==> src/logic/power_supervisor_pkg.sv <==
// Constants shared by the power supervisor and its wake capture.
// Assumes byte addresses are four times the register index.
`default_nettype none

package power_supervisor_pkg;

  // Register indices; byte address is index times four
  localparam logic [13:0] IDX_WAKE_STATUS   = 14'h180d;
  localparam logic [13:0] IDX_DETECT_CTRL   = 14'h1800;
  localparam logic [13:0] IDX_POWERDOWN_CTL = 14'h1801;
  localparam logic [13:0] IDX_WARNING_CTRL  = 14'h1802;

  // Detect control fields
  localparam int DET_FLAG_BIT     = 7;
  localparam int DET_ACK_BIT      = 6;
  localparam int DET_IRQ_EN_BIT   = 5;
  localparam int DET_RST_EN_BIT   = 4;
  localparam int DET_STOP_EN_BIT  = 3;
  localparam int DET_LOGIC_EN_BIT = 2;
  localparam int DET_BANDGAP_BIT  = 0;

  // Power-down control fields
  localparam int PD_FLAG_BIT  = 4;
  localparam int PD_ACK_BIT   = 2;
  localparam int PD_ALLOW_BIT = 1;

  // Warning control fields
  localparam int WRN_FLAG_BIT     = 7;
  localparam int WRN_ACK_BIT      = 6;
  localparam int WRN_DET_TRIP_BIT = 5;
  localparam int WRN_WRN_TRIP_BIT = 4;

  // Wake status width: keypad, ext pin, temp, periodic, lf, radio
  localparam int WAKE_W = 6;

  // Reset values
  localparam logic       RST_BIT  = 1'b0;
  localparam logic [5:0] RST_WAKE = 6'h00;

  // AXI responses
  localparam logic [1:0] RESP_OKAY   = 2'b00;
  localparam logic [1:0] RESP_SLVERR = 2'b10;

endpackage

`default_nettype wire

==> src/logic/wake_status_capture.sv <==
// Wake-source status register: captures the waking source on STOP exit.
// Assumes entry and exit strobes are one-cycle pulses on clk_i.
`timescale 1ns/1ps
`default_nettype none

module wake_status_capture (
  input  wire logic       clk_i,
  input  wire logic       rst_n_i,
  input  wire logic       stop_entry_i,
  input  wire logic       stop_exit_i,
  input  wire logic [5:0] wake_src_i,
  output logic      [5:0] status_o
);

  logic [5:0] status_r;
  logic [5:0] status_nxt;

  // Exit wins over entry so a same-cycle wake is not lost
  assign status_nxt = stop_exit_i  ? wake_src_i :
                      stop_entry_i ? power_supervisor_pkg::RST_WAKE :
                      status_r;

  // Bus writes never reach this register
  always_ff @(posedge clk_i or negedge rst_n_i) begin
    if (!rst_n_i) begin
      status_r <= power_supervisor_pkg::RST_WAKE;
    end else begin
      status_r <= status_nxt;
    end
  end

  assign status_o = status_r;

  a_wake_entry_clear:
    assert property (@(posedge clk_i) disable iff (!rst_n_i)
      stop_entry_i && !stop_exit_i |=> status_o == 6'h00)
    else $error("wake status not cleared on stop entry");

  a_wake_held_still:
    assert property (@(posedge clk_i) disable iff (!rst_n_i)
      !stop_entry_i && !stop_exit_i |=> $stable(status_o))
    else $error("wake status changed without stop event");

endmodule

`default_nettype wire

==> src/logic/power_supervisor_wake_status.sv <==
// Power supervision registers: undervolt detect, supply warning,
// deep power-down control and wake-source status, on AXI4-Lite.
// Assumes comparator levels and stop strobes are synchronous to clk_i.
//
// What this block does
// - Detect bit 7 reports an undervolt event, meaningful only when enabled.
// - Detect bit 6 write-1 clears the event flag; reads zero.
// - Detect bit 5 enables an interrupt request while the flag is set.
// - Detect bit 4 forces reset when flag set and logic enabled.
// - Detect bit 3 keeps detection running during STOP when enabled.
// - Detect bit 2 enables detect logic; off disables flag, irq, reset.
// - Detect bit 0 enables the bandgap reference buffer.
// - Some detect and power-down bits accept only the first write.
// - Reserved power-down and warning bits read as zero.
// - Power-down bit 4 flags recovery from deepest power-down.
// - Power-down bit 2 write-1 clears the recovery flag.
// - Power-down bit 1 allows deepest power-down on STOP.
// - Warning bit 7 sets when supply is below warning level; sticky.
// - Warning bit 6 write-1 clears flag only if warning gone.
// - Warning bit 5 selects detect trip level, high when one.
// - Warning bit 4 selects warning trip level, high when one.
// - Wake status sits at index 180d and clears on STOP entry.
// - Writes to wake status flags have no effect.
// - Wake bits 5 and 4 record keypad and external pin wake.
// - Wake bits 3..0 record temp, periodic, lf and radio wake.
`timescale 1ns/1ps
`default_nettype none

module power_supervisor_wake_status (
  input  wire logic        clk_i,
  input  wire logic        nrst_i,
  // AXI4-Lite slave
  input  wire logic [15:0] s_axi_awaddr,
  input  wire logic        s_axi_awvalid,
  output logic             s_axi_awready,
  input  wire logic [31:0] s_axi_wdata,
  input  wire logic [3:0]  s_axi_wstrb,
  input  wire logic        s_axi_wvalid,
  output logic             s_axi_wready,
  output logic [1:0]       s_axi_bresp,
  output logic             s_axi_bvalid,
  input  wire logic        s_axi_bready,
  input  wire logic [15:0] s_axi_araddr,
  input  wire logic        s_axi_arvalid,
  output logic             s_axi_arready,
  output logic [31:0]      s_axi_rdata,
  output logic [1:0]       s_axi_rresp,
  output logic             s_axi_rvalid,
  input  wire logic        s_axi_rready,
  // Analog and system side
  input  wire logic        undervolt_below_i,
  input  wire logic        supply_warning_below_i,
  input  wire logic        stop_active_i,
  input  wire logic        stop_entry_i,
  input  wire logic        stop_exit_i,
  input  wire logic        deep_sleep_exit_i,
  input  wire logic [5:0]  wake_src_i,
  output logic             undervolt_irq_o,
  output logic             undervolt_reset_o,
  output logic             undervolt_detector_enable_o,
  output logic             bandgap_buffer_enable_o,
  output logic             deep_sleep_allow_o,
  output logic             undervolt_trip_select_o,
  output logic             warning_trip_select_o
);

  // Reset release synchroniser
  logic rst_meta_r;
  logic rst_n_q;
  // Bus handshake state
  logic        awready_r;
  logic        bvalid_r;
  logic [1:0]  bresp_r;
  logic        arready_r;
  logic        rvalid_r;
  logic [1:0]  rresp_r;
  logic [31:0] rdata_r;
  // Control fields
  logic undervolt_irq_enable_r;
  logic undervolt_reset_enable_r;
  logic undervolt_in_stop_enable_r;
  logic undervolt_logic_enable_r;
  logic bandgap_buffer_enable_r;
  logic deep_sleep_allow_r;
  logic undervolt_trip_select_r;
  logic warning_trip_select_r;
  logic detect_locked_r;
  logic powerdown_locked_r;
  // Status flags
  logic undervolt_event_flag_r;
  logic deep_sleep_recovered_flag_r;
  logic supply_warning_flag_r;
  logic [5:0] wake_status;
  // Registered outputs
  logic irq_r;
  logic reset_r;
  logic det_en_r;

  // Asynchronous assert, two-flop release
  always_ff @(posedge clk_i or negedge nrst_i) begin
    if (!nrst_i) begin
      rst_meta_r <= 1'b0;
      rst_n_q    <= 1'b0;
    end else begin
      rst_meta_r <= 1'b1;
      rst_n_q    <= rst_meta_r;
    end
  end

  // Write path: address and data are taken together in one cycle
  wire        wr_go  = s_axi_awvalid && s_axi_wvalid && !awready_r && !bvalid_r;
  wire        wr_hs  = awready_r && s_axi_awvalid && s_axi_wvalid;
  wire [13:0] wr_idx = s_axi_awaddr[15:2];
  wire        wr_lo  = wr_hs && s_axi_wstrb[0];
  wire [7:0]  wd     = s_axi_wdata[7:0];
  wire wr_det_hit = wr_idx == power_supervisor_pkg::IDX_DETECT_CTRL;
  wire wr_pd_hit  = wr_idx == power_supervisor_pkg::IDX_POWERDOWN_CTL;
  wire wr_wrn_hit = wr_idx == power_supervisor_pkg::IDX_WARNING_CTRL;
  wire wr_ws_hit  = wr_idx == power_supervisor_pkg::IDX_WAKE_STATUS;
  wire wr_mapped  = wr_det_hit || wr_pd_hit || wr_wrn_hit || wr_ws_hit;
  wire wr_det = wr_lo && wr_det_hit;
  wire wr_pd  = wr_lo && wr_pd_hit;
  wire wr_wrn = wr_lo && wr_wrn_hit;

  // Acknowledge strobes; ack bits themselves are never stored
  wire det_ack = wr_det && wd[power_supervisor_pkg::DET_ACK_BIT];
  wire pd_ack  = wr_pd  && wd[power_supervisor_pkg::PD_ACK_BIT];
  wire wrn_ack = wr_wrn && wd[power_supervisor_pkg::WRN_ACK_BIT];

  // Read path
  wire        rd_go  = s_axi_arvalid && !arready_r && !rvalid_r;
  wire        rd_hs  = arready_r && s_axi_arvalid;
  wire [13:0] rd_idx = s_axi_araddr[15:2];
  wire rd_det_hit = rd_idx == power_supervisor_pkg::IDX_DETECT_CTRL;
  wire rd_pd_hit  = rd_idx == power_supervisor_pkg::IDX_POWERDOWN_CTL;
  wire rd_wrn_hit = rd_idx == power_supervisor_pkg::IDX_WARNING_CTRL;
  wire rd_ws_hit  = rd_idx == power_supervisor_pkg::IDX_WAKE_STATUS;
  wire rd_mapped  = rd_det_hit || rd_pd_hit || rd_wrn_hit || rd_ws_hit;

  // Flag reads as zero while detection is off; ack and bit 1 read zero
  wire [7:0] det_view = {undervolt_event_flag_r & undervolt_logic_enable_r, 1'b0,
                         undervolt_irq_enable_r, undervolt_reset_enable_r,
                         undervolt_in_stop_enable_r, undervolt_logic_enable_r,
                         1'b0, bandgap_buffer_enable_r};
  wire [7:0] pd_view  = {3'b000, deep_sleep_recovered_flag_r, 1'b0,
                         1'b0, deep_sleep_allow_r, 1'b0};
  wire [7:0] wrn_view = {supply_warning_flag_r, 1'b0,
                         undervolt_trip_select_r, warning_trip_select_r,
                         4'h0};
  wire [7:0] ws_view  = {2'b00, wake_status};
  wire [7:0] rd_byte = rd_det_hit ? det_view :
                       rd_pd_hit  ? pd_view  :
                       rd_wrn_hit ? wrn_view :
                       rd_ws_hit  ? ws_view  : 8'h00;

  // Detector active only when enabled and, in STOP, when stop-enabled
  wire det_active = undervolt_logic_enable_r &&
                    (!stop_active_i || undervolt_in_stop_enable_r);
  wire det_set    = det_active && undervolt_below_i;

  // AXI write channel; response one cycle after the handshake
  always_ff @(posedge clk_i or negedge rst_n_q) begin
    if (!rst_n_q) begin
      awready_r <= 1'b0;
      bvalid_r  <= 1'b0;
      bresp_r   <= power_supervisor_pkg::RESP_OKAY;
    end else begin
      awready_r <= wr_go;
      if (wr_hs) begin
        bvalid_r <= 1'b1;
        bresp_r  <= wr_mapped ? power_supervisor_pkg::RESP_OKAY
                              : power_supervisor_pkg::RESP_SLVERR;
      end else if (s_axi_bready) begin
        bvalid_r <= 1'b0;
      end
    end
  end

  // AXI read channel; data registered at the handshake
  always_ff @(posedge clk_i or negedge rst_n_q) begin
    if (!rst_n_q) begin
      arready_r <= 1'b0;
      rvalid_r  <= 1'b0;
      rresp_r   <= power_supervisor_pkg::RESP_OKAY;
      rdata_r   <= 32'h0000_0000;
    end else begin
      arready_r <= rd_go;
      if (rd_hs) begin
        rvalid_r <= 1'b1;
        rdata_r  <= {24'h00_0000, rd_byte};
        rresp_r  <= rd_mapped ? power_supervisor_pkg::RESP_OKAY
                              : power_supervisor_pkg::RESP_SLVERR;
      end else if (s_axi_rready) begin
        rvalid_r <= 1'b0;
      end
    end
  end

  // Detect control; reset, stop and logic enables lock after first write
  always_ff @(posedge clk_i or negedge rst_n_q) begin
    if (!rst_n_q) begin
      undervolt_irq_enable_r     <= power_supervisor_pkg::RST_BIT;
      undervolt_reset_enable_r   <= power_supervisor_pkg::RST_BIT;
      undervolt_in_stop_enable_r <= power_supervisor_pkg::RST_BIT;
      undervolt_logic_enable_r   <= power_supervisor_pkg::RST_BIT;
      bandgap_buffer_enable_r    <= power_supervisor_pkg::RST_BIT;
      detect_locked_r            <= 1'b0;
    end else if (wr_det) begin
      undervolt_irq_enable_r  <= wd[power_supervisor_pkg::DET_IRQ_EN_BIT];
      bandgap_buffer_enable_r <= wd[power_supervisor_pkg::DET_BANDGAP_BIT];
      detect_locked_r         <= 1'b1;
      if (!detect_locked_r) begin
        undervolt_reset_enable_r   <= wd[power_supervisor_pkg::DET_RST_EN_BIT];
        undervolt_in_stop_enable_r <= wd[power_supervisor_pkg::DET_STOP_EN_BIT];
        undervolt_logic_enable_r   <= wd[power_supervisor_pkg::DET_LOGIC_EN_BIT];
      end
    end
  end

  // Power-down and warning controls; allow bit is write-once
  always_ff @(posedge clk_i or negedge rst_n_q) begin
    if (!rst_n_q) begin
      deep_sleep_allow_r      <= power_supervisor_pkg::RST_BIT;
      powerdown_locked_r      <= 1'b0;
      undervolt_trip_select_r <= power_supervisor_pkg::RST_BIT;
      warning_trip_select_r   <= power_supervisor_pkg::RST_BIT;
    end else begin
      if (wr_pd) begin
        powerdown_locked_r <= 1'b1;
        if (!powerdown_locked_r) begin
          deep_sleep_allow_r <= wd[power_supervisor_pkg::PD_ALLOW_BIT];
        end
      end
      if (wr_wrn) begin
        undervolt_trip_select_r <= wd[power_supervisor_pkg::WRN_DET_TRIP_BIT];
        warning_trip_select_r   <= wd[power_supervisor_pkg::WRN_WRN_TRIP_BIT];
      end
    end
  end

  // Sticky flags; a set in the ack cycle wins so no event is lost
  always_ff @(posedge clk_i or negedge rst_n_q) begin
    if (!rst_n_q) begin
      undervolt_event_flag_r      <= power_supervisor_pkg::RST_BIT;
      deep_sleep_recovered_flag_r <= power_supervisor_pkg::RST_BIT;
      supply_warning_flag_r       <= power_supervisor_pkg::RST_BIT;
    end else begin
      if (det_set) begin
        undervolt_event_flag_r <= 1'b1;
      end else if (det_ack) begin
        undervolt_event_flag_r <= 1'b0;
      end
      if (deep_sleep_exit_i) begin
        deep_sleep_recovered_flag_r <= 1'b1;
      end else if (pd_ack) begin
        deep_sleep_recovered_flag_r <= 1'b0;
      end
      if (supply_warning_below_i) begin // Also catches a supply low out of reset
        supply_warning_flag_r <= 1'b1;
      end else if (wrn_ack) begin
        supply_warning_flag_r <= 1'b0;
      end
    end
  end

  // Gated requests toward the core; all qualified by logic enable
  always_ff @(posedge clk_i or negedge rst_n_q) begin
    if (!rst_n_q) begin
      irq_r    <= 1'b0;
      reset_r  <= 1'b0;
      det_en_r <= 1'b0;
    end else begin
      irq_r    <= undervolt_event_flag_r && undervolt_irq_enable_r &&
                  undervolt_logic_enable_r;
      reset_r  <= undervolt_event_flag_r && undervolt_reset_enable_r &&
                  undervolt_logic_enable_r;
      det_en_r <= det_active;
    end
  end

  wake_status_capture wake_status_capture_inst (
    .clk_i        (clk_i),
    .rst_n_i      (rst_n_q),
    .stop_entry_i (stop_entry_i),
    .stop_exit_i  (stop_exit_i),
    .wake_src_i   (wake_src_i),
    .status_o     (wake_status)
  );

  // Port drive
  assign s_axi_awready = awready_r;
  assign s_axi_wready  = awready_r;
  assign s_axi_bvalid  = bvalid_r;
  assign s_axi_bresp   = bresp_r;
  assign s_axi_arready = arready_r;
  assign s_axi_rvalid  = rvalid_r;
  assign s_axi_rresp   = rresp_r;
  assign s_axi_rdata   = rdata_r;
  assign undervolt_irq_o             = irq_r;
  assign undervolt_reset_o           = reset_r;
  assign undervolt_detector_enable_o = det_en_r;
  assign bandgap_buffer_enable_o     = bandgap_buffer_enable_r;
  assign deep_sleep_allow_o          = deep_sleep_allow_r;
  assign undervolt_trip_select_o     = undervolt_trip_select_r;
  assign warning_trip_select_o       = warning_trip_select_r;

  a_flag_ack_clear:
    assert property (@(posedge clk_i) disable iff (!rst_n_q)
      det_ack && !det_set |=> !undervolt_event_flag_r)
    else $error("undervolt flag not cleared by ack");
  a_flag_sticky_hold:
    assert property (@(posedge clk_i) disable iff (!rst_n_q)
      undervolt_event_flag_r && !det_ack |=> undervolt_event_flag_r)
    else $error("undervolt flag dropped without ack");
  a_irq_follows_flag:
    assert property (@(posedge clk_i) disable iff (!rst_n_q)
      undervolt_event_flag_r && undervolt_irq_enable_r &&
      undervolt_logic_enable_r |=> undervolt_irq_o)
    else $error("interrupt missing for set flag");
  a_reset_needs_enable:
    assert property (@(posedge clk_i) disable iff (!rst_n_q)
      !undervolt_logic_enable_r |=> !undervolt_reset_o && !undervolt_irq_o)
    else $error("request while detect logic off");
  a_reset_on_flag:
    assert property (@(posedge clk_i) disable iff (!rst_n_q)
      undervolt_event_flag_r && undervolt_reset_enable_r &&
      undervolt_logic_enable_r |=> undervolt_reset_o)
    else $error("reset missing for set flag");
  a_stop_gates_detect:
    assert property (@(posedge clk_i) disable iff (!rst_n_q)
      stop_active_i && !undervolt_in_stop_enable_r |=> !undervolt_detector_enable_o)
    else $error("detector on in stop without stop enable");
  a_write_once_lock:
    assert property (@(posedge clk_i) disable iff (!rst_n_q)
      detect_locked_r && wr_det |=> $stable(undervolt_logic_enable_r) &&
      $stable(undervolt_reset_enable_r))
    else $error("write-once detect bit changed");
  a_pd_allow_once:
    assert property (@(posedge clk_i) disable iff (!rst_n_q)
      powerdown_locked_r |=> $stable(deep_sleep_allow_r))
    else $error("write-once allow bit changed");
  a_warn_ack_blocked:
    assert property (@(posedge clk_i) disable iff (!rst_n_q)
      supply_warning_below_i |=> supply_warning_flag_r)
    else $error("warning flag clear while warning present");
  a_recover_flag_set:
    assert property (@(posedge clk_i) disable iff (!rst_n_q)
      deep_sleep_exit_i |=> deep_sleep_recovered_flag_r)
    else $error("recovery flag not set on exit");
  a_write_resp_time:
    assert property (@(posedge clk_i) disable iff (!rst_n_q)
      wr_hs |=> s_axi_bvalid &&
      ((s_axi_bresp == power_supervisor_pkg::RESP_SLVERR) != $past(wr_mapped)))
    else $error("write response late or wrong");
  a_reserved_read_zero:
    assert property (@(posedge clk_i) disable iff (!rst_n_q)
      rd_hs && rd_pd_hit |=> (s_axi_rdata & 32'hffff_ffed) == 32'h0000_0000)
    else $error("reserved power-down bits read nonzero");
  a_warn_reserved_zero:
    assert property (@(posedge clk_i) disable iff (!rst_n_q)
      rd_hs && rd_wrn_hit |=> (s_axi_rdata & 32'hffff_ff4f) == 32'h0000_0000)
    else $error("reserved warning bits read nonzero");

endmodule

`default_nettype wire

==> config.mk <==
export PLATFORM = sky130hd
export DESIGN_NAME = power_supervisor_wake_status
export DESIGN_NICKNAME = d
export VERILOG_FILES = /design/src/logic/power_supervisor_pkg.sv /design/src/logic/wake_status_capture.sv /design/src/logic/power_supervisor_wake_status.sv
export SDC_FILE = /design/constraint.sdc
export NUM_CORES = 1
export LEC_CHECK = 0
export BUFFER_PORTS_ARGS = -buffer_cell sky130_fd_sc_hd__buf_4
export CELL_PAD_IN_SITES_DETAIL_PLACEMENT = 1
export CELL_PAD_IN_SITES_GLOBAL_PLACEMENT = 2
export CORE_MARGIN = 1
export CORE_UTILIZATION = 22
export DETAILED_ROUTE_END_ITERATION = 7
export PLACE_DENSITY = 0.88
export SETUP_SLACK_MARGIN = 0.15
export SLEW_MARGIN = 0
export SYNTH_ARGS = -nofsm -noshare
export SYNTH_HDL_FRONTEND = slang
export SYNTH_SLANG_ARGS = --single-unit
==> constraint.sdc <==
create_clock -name clk_i -period 1.2 [get_ports clk_i]
set_input_delay 0.12 -clock clk_i [delete_from_list [all_inputs] [get_ports clk_i]]
set_output_delay 0.12 -clock clk_i [all_outputs]
set_load 0.01 [all_outputs]
==> out/metrics.cfg <==
[die]
die_w_um=95.0
die_height_um=95.0
dieArea_mm2=0.00903
io_pins=135
core_area_mm2=0.00830
initial_core_util=0.229
rows=33

[detailed_routing]
num_vias=1631
post_drt_wl_per_cell_um=13.9
drt_iter0_drc=44
via_per_inst=4.19
drc=0
drtPass1Iterations=4
wl_mm=5.41
drtAntennaViolNets=0

[timing]
slew_violations=0
rsz0062_at_grt=yes
fmax_mhz=759
hold_slack_ns=0.0234
finalCritPeriodShare=1.10
finalWorstSetupSlack_ns=-0.118
layout_min_cycle_time_ns=1.32
finalHoldViolations=0
finalSetupTns_ns=-0.751
finalSetupViolCount=9
finClkSkew_ns=0.00643

[worst_setup_path]
start_kind=register
ff2ff_setup_slack_ns=-0.12
cp_cell_sequence=and3_4 > nand2_4 > nor3_4 > mux2_1
r2r-start=s_axi_awready
crit_slowest_cell=dfrtp_1
cp.required_ns=1.38
crit_path_end=undervolt_logic_enable_r
startpoint=s_axi_awready
worstPathArrival_ns=1.50
path_class=reg2reg
end_kind=register
cp_max_fo=4
reg2regPathDepth=4
worst_path_largest_cell_delay_ns=0.35
reg2reg_to=undervolt_logic_enable_r

[finish]
drive_gt1_frac=0.479
fillers=951
fin_util=0.354
nNetsFinal=370
diodes=0
synthToLayoutAreaGrowth_pct=54.3
final_area_mm2=0.00294
largest_reg_flops=7
final_cells=389

[run_status]
violations=negative setup slack
run_status=finished, violations left

[yosys]
avgSynthCellArea_um2=10.3
syn_area_mm2=0.00190
synth_top_area_share=0.486
synth_flop_cell=dfrtp_1
synth_commonest_cells=dfrtp_1 (37), buf_4 (28), nand2_1 (21), o21ai_0 (14)
synth_seq_cells=37
yosys.cell_types.count=41
netlist.top_cell.by_area=dfrtp_1
synth.area.top_cells=dfrtp_1 (49%), buf_4 (11%), nand2_1 (4.1%), o21ai_0 (3.7%), mux2_2 (3.0%)
synth_edf_count=0
yosys.cell_count.top_type=dfrtp_1
async_flop_share=1.00
syn_inst=185
yosysWarnings=0
yosysSeqAreaShare=0.486

[place]
placedCellCount=374
dpl_cell_area_mm2=0.00263
place_ws_ns=-0.388
io_buffers=75
hpwl_mm=4.37
finalWeightedCongestion=0.757

[grt]
track_usage=0.124
grt_overflow_total=0
grt_antenna_before_repair=0
grt_max_degree=23
first_global_vias=1789
grt_pass1_wl_mm=8.49

[power]
powerDensity_mw_per_mm2=1030
ir_drop_uv=432
power.total_mw=3.03
p_leak_nw=1.48

[clock_tree]
clkSinkCount=37
clk_latency_ns=0.29
clock-root-buffer=clkbuf_8
clk_pin_slew_ns=0.08
htreeDepth=2
cts_buffers=5
cts_buffer_depth=2
cts_tree=yes

[run]
max_cap_violations=0

[worst_hold_path]
hold_class=in2reg

## worst min-delay path by stage
stage | start | to | slack, ns | cells past startpoint
detailed placement | nrst_i | rst_meta_r | -0.09 | 1
finish | deep_sleep_exit_i | deep_sleep_recovered_flag_r | 0.02 | 2
floorplan | nrst_i | rst_meta_r | -0.18 | 0
global placement | nrst_i | rst_meta_r | -0.1 | 1
global route | deep_sleep_exit_i | deep_sleep_recovered_flag_r | 0.007 | 2
CTS | deep_sleep_exit_i | deep_sleep_recovered_flag_r | 0.01 | 2
## where the power goes
group	total, mW	switching (mW)	internal (mW)
Sequential	1.31	0.0339	1.28
Clock	1.31	0.475	0.837
Combinational	0.403	0.189	0.213
## metal layers
metal,track usage,vias to the layer above,share of wire
li1,-,775,-
met1,0.145,788,0.42
met2,0.218,59,0.51
met3,0.0327,9,0.063
met4,0.0455,0,0.014
met5,0,-,0
## repair_timing
item,in CTS,in global routing
buffers inserted,3,2
hold buffers,2,0
endpoints found under the setup margin,24,26
hold endpoints to repair,3,0
cloned,0,0
pin swaps,5,4
resized for setup,16,11
## layout make-up
type	count	area [um2]	share of cell area
sequential	37	927	0.315
tap	105	131	0.0447
inverter	7	26.3	0.00894
multi-input combinational	136	955	0.325
clock buffer	5	68.8	0.0234
clock inverter	3	68.8	0.0234
timing repair buffer	96	762	0.259
## worst max-delay path, delay by kind of cell (launching register included)
kind	cells	cell delay, ns
simple gates	3	0.50
flops	1	0.35
mux	1	0.35
## cells by family (layout without fill, tap and decap cells)
group / after synthesis / count (layout) / share of synthesized area
muxes: 9 / 9 / 0.0532
buffers and inverters: 38 / 111 / 0.131
and+or+nand+nor: 65 / 65 / 0.212
AOI/OAI and AO/OA: 34 / 34 / 0.114
other: 2 / 28 / 0.00394
DFF: 37 / 37 / 0.486
## cells in the final DEF, fill, tap and decap left out, types with 2 or more instances in the layout
master,Yosys,layout
a21o_1,2,2
a21oi_1,3,2
a22oi_1,4,3
and3_1,5,4
buf_12,0,2
buf_4,28,89
buf_6,0,3
bufinv_16,0,2
clkbuf_8,0,5
conb_1,2,28
dfrtp_1,37,36
dlygate4sd3_1,0,2
inv_1,7,7
mux2_1,4,3
mux2_2,5,3
mux2_4,0,3
nand2_1,21,20
nand2b_1,7,7
nand3_2,0,2
nor2_1,6,6
nor2b_1,3,3
nor3_1,5,2
nor3_2,2,3
nor3_4,1,3
nor4b_1,2,2
o21ai_0,14,8
o21ai_2,0,5
o21bai_1,3,3
No activity file was read; power rests on OpenSTA's default activity.
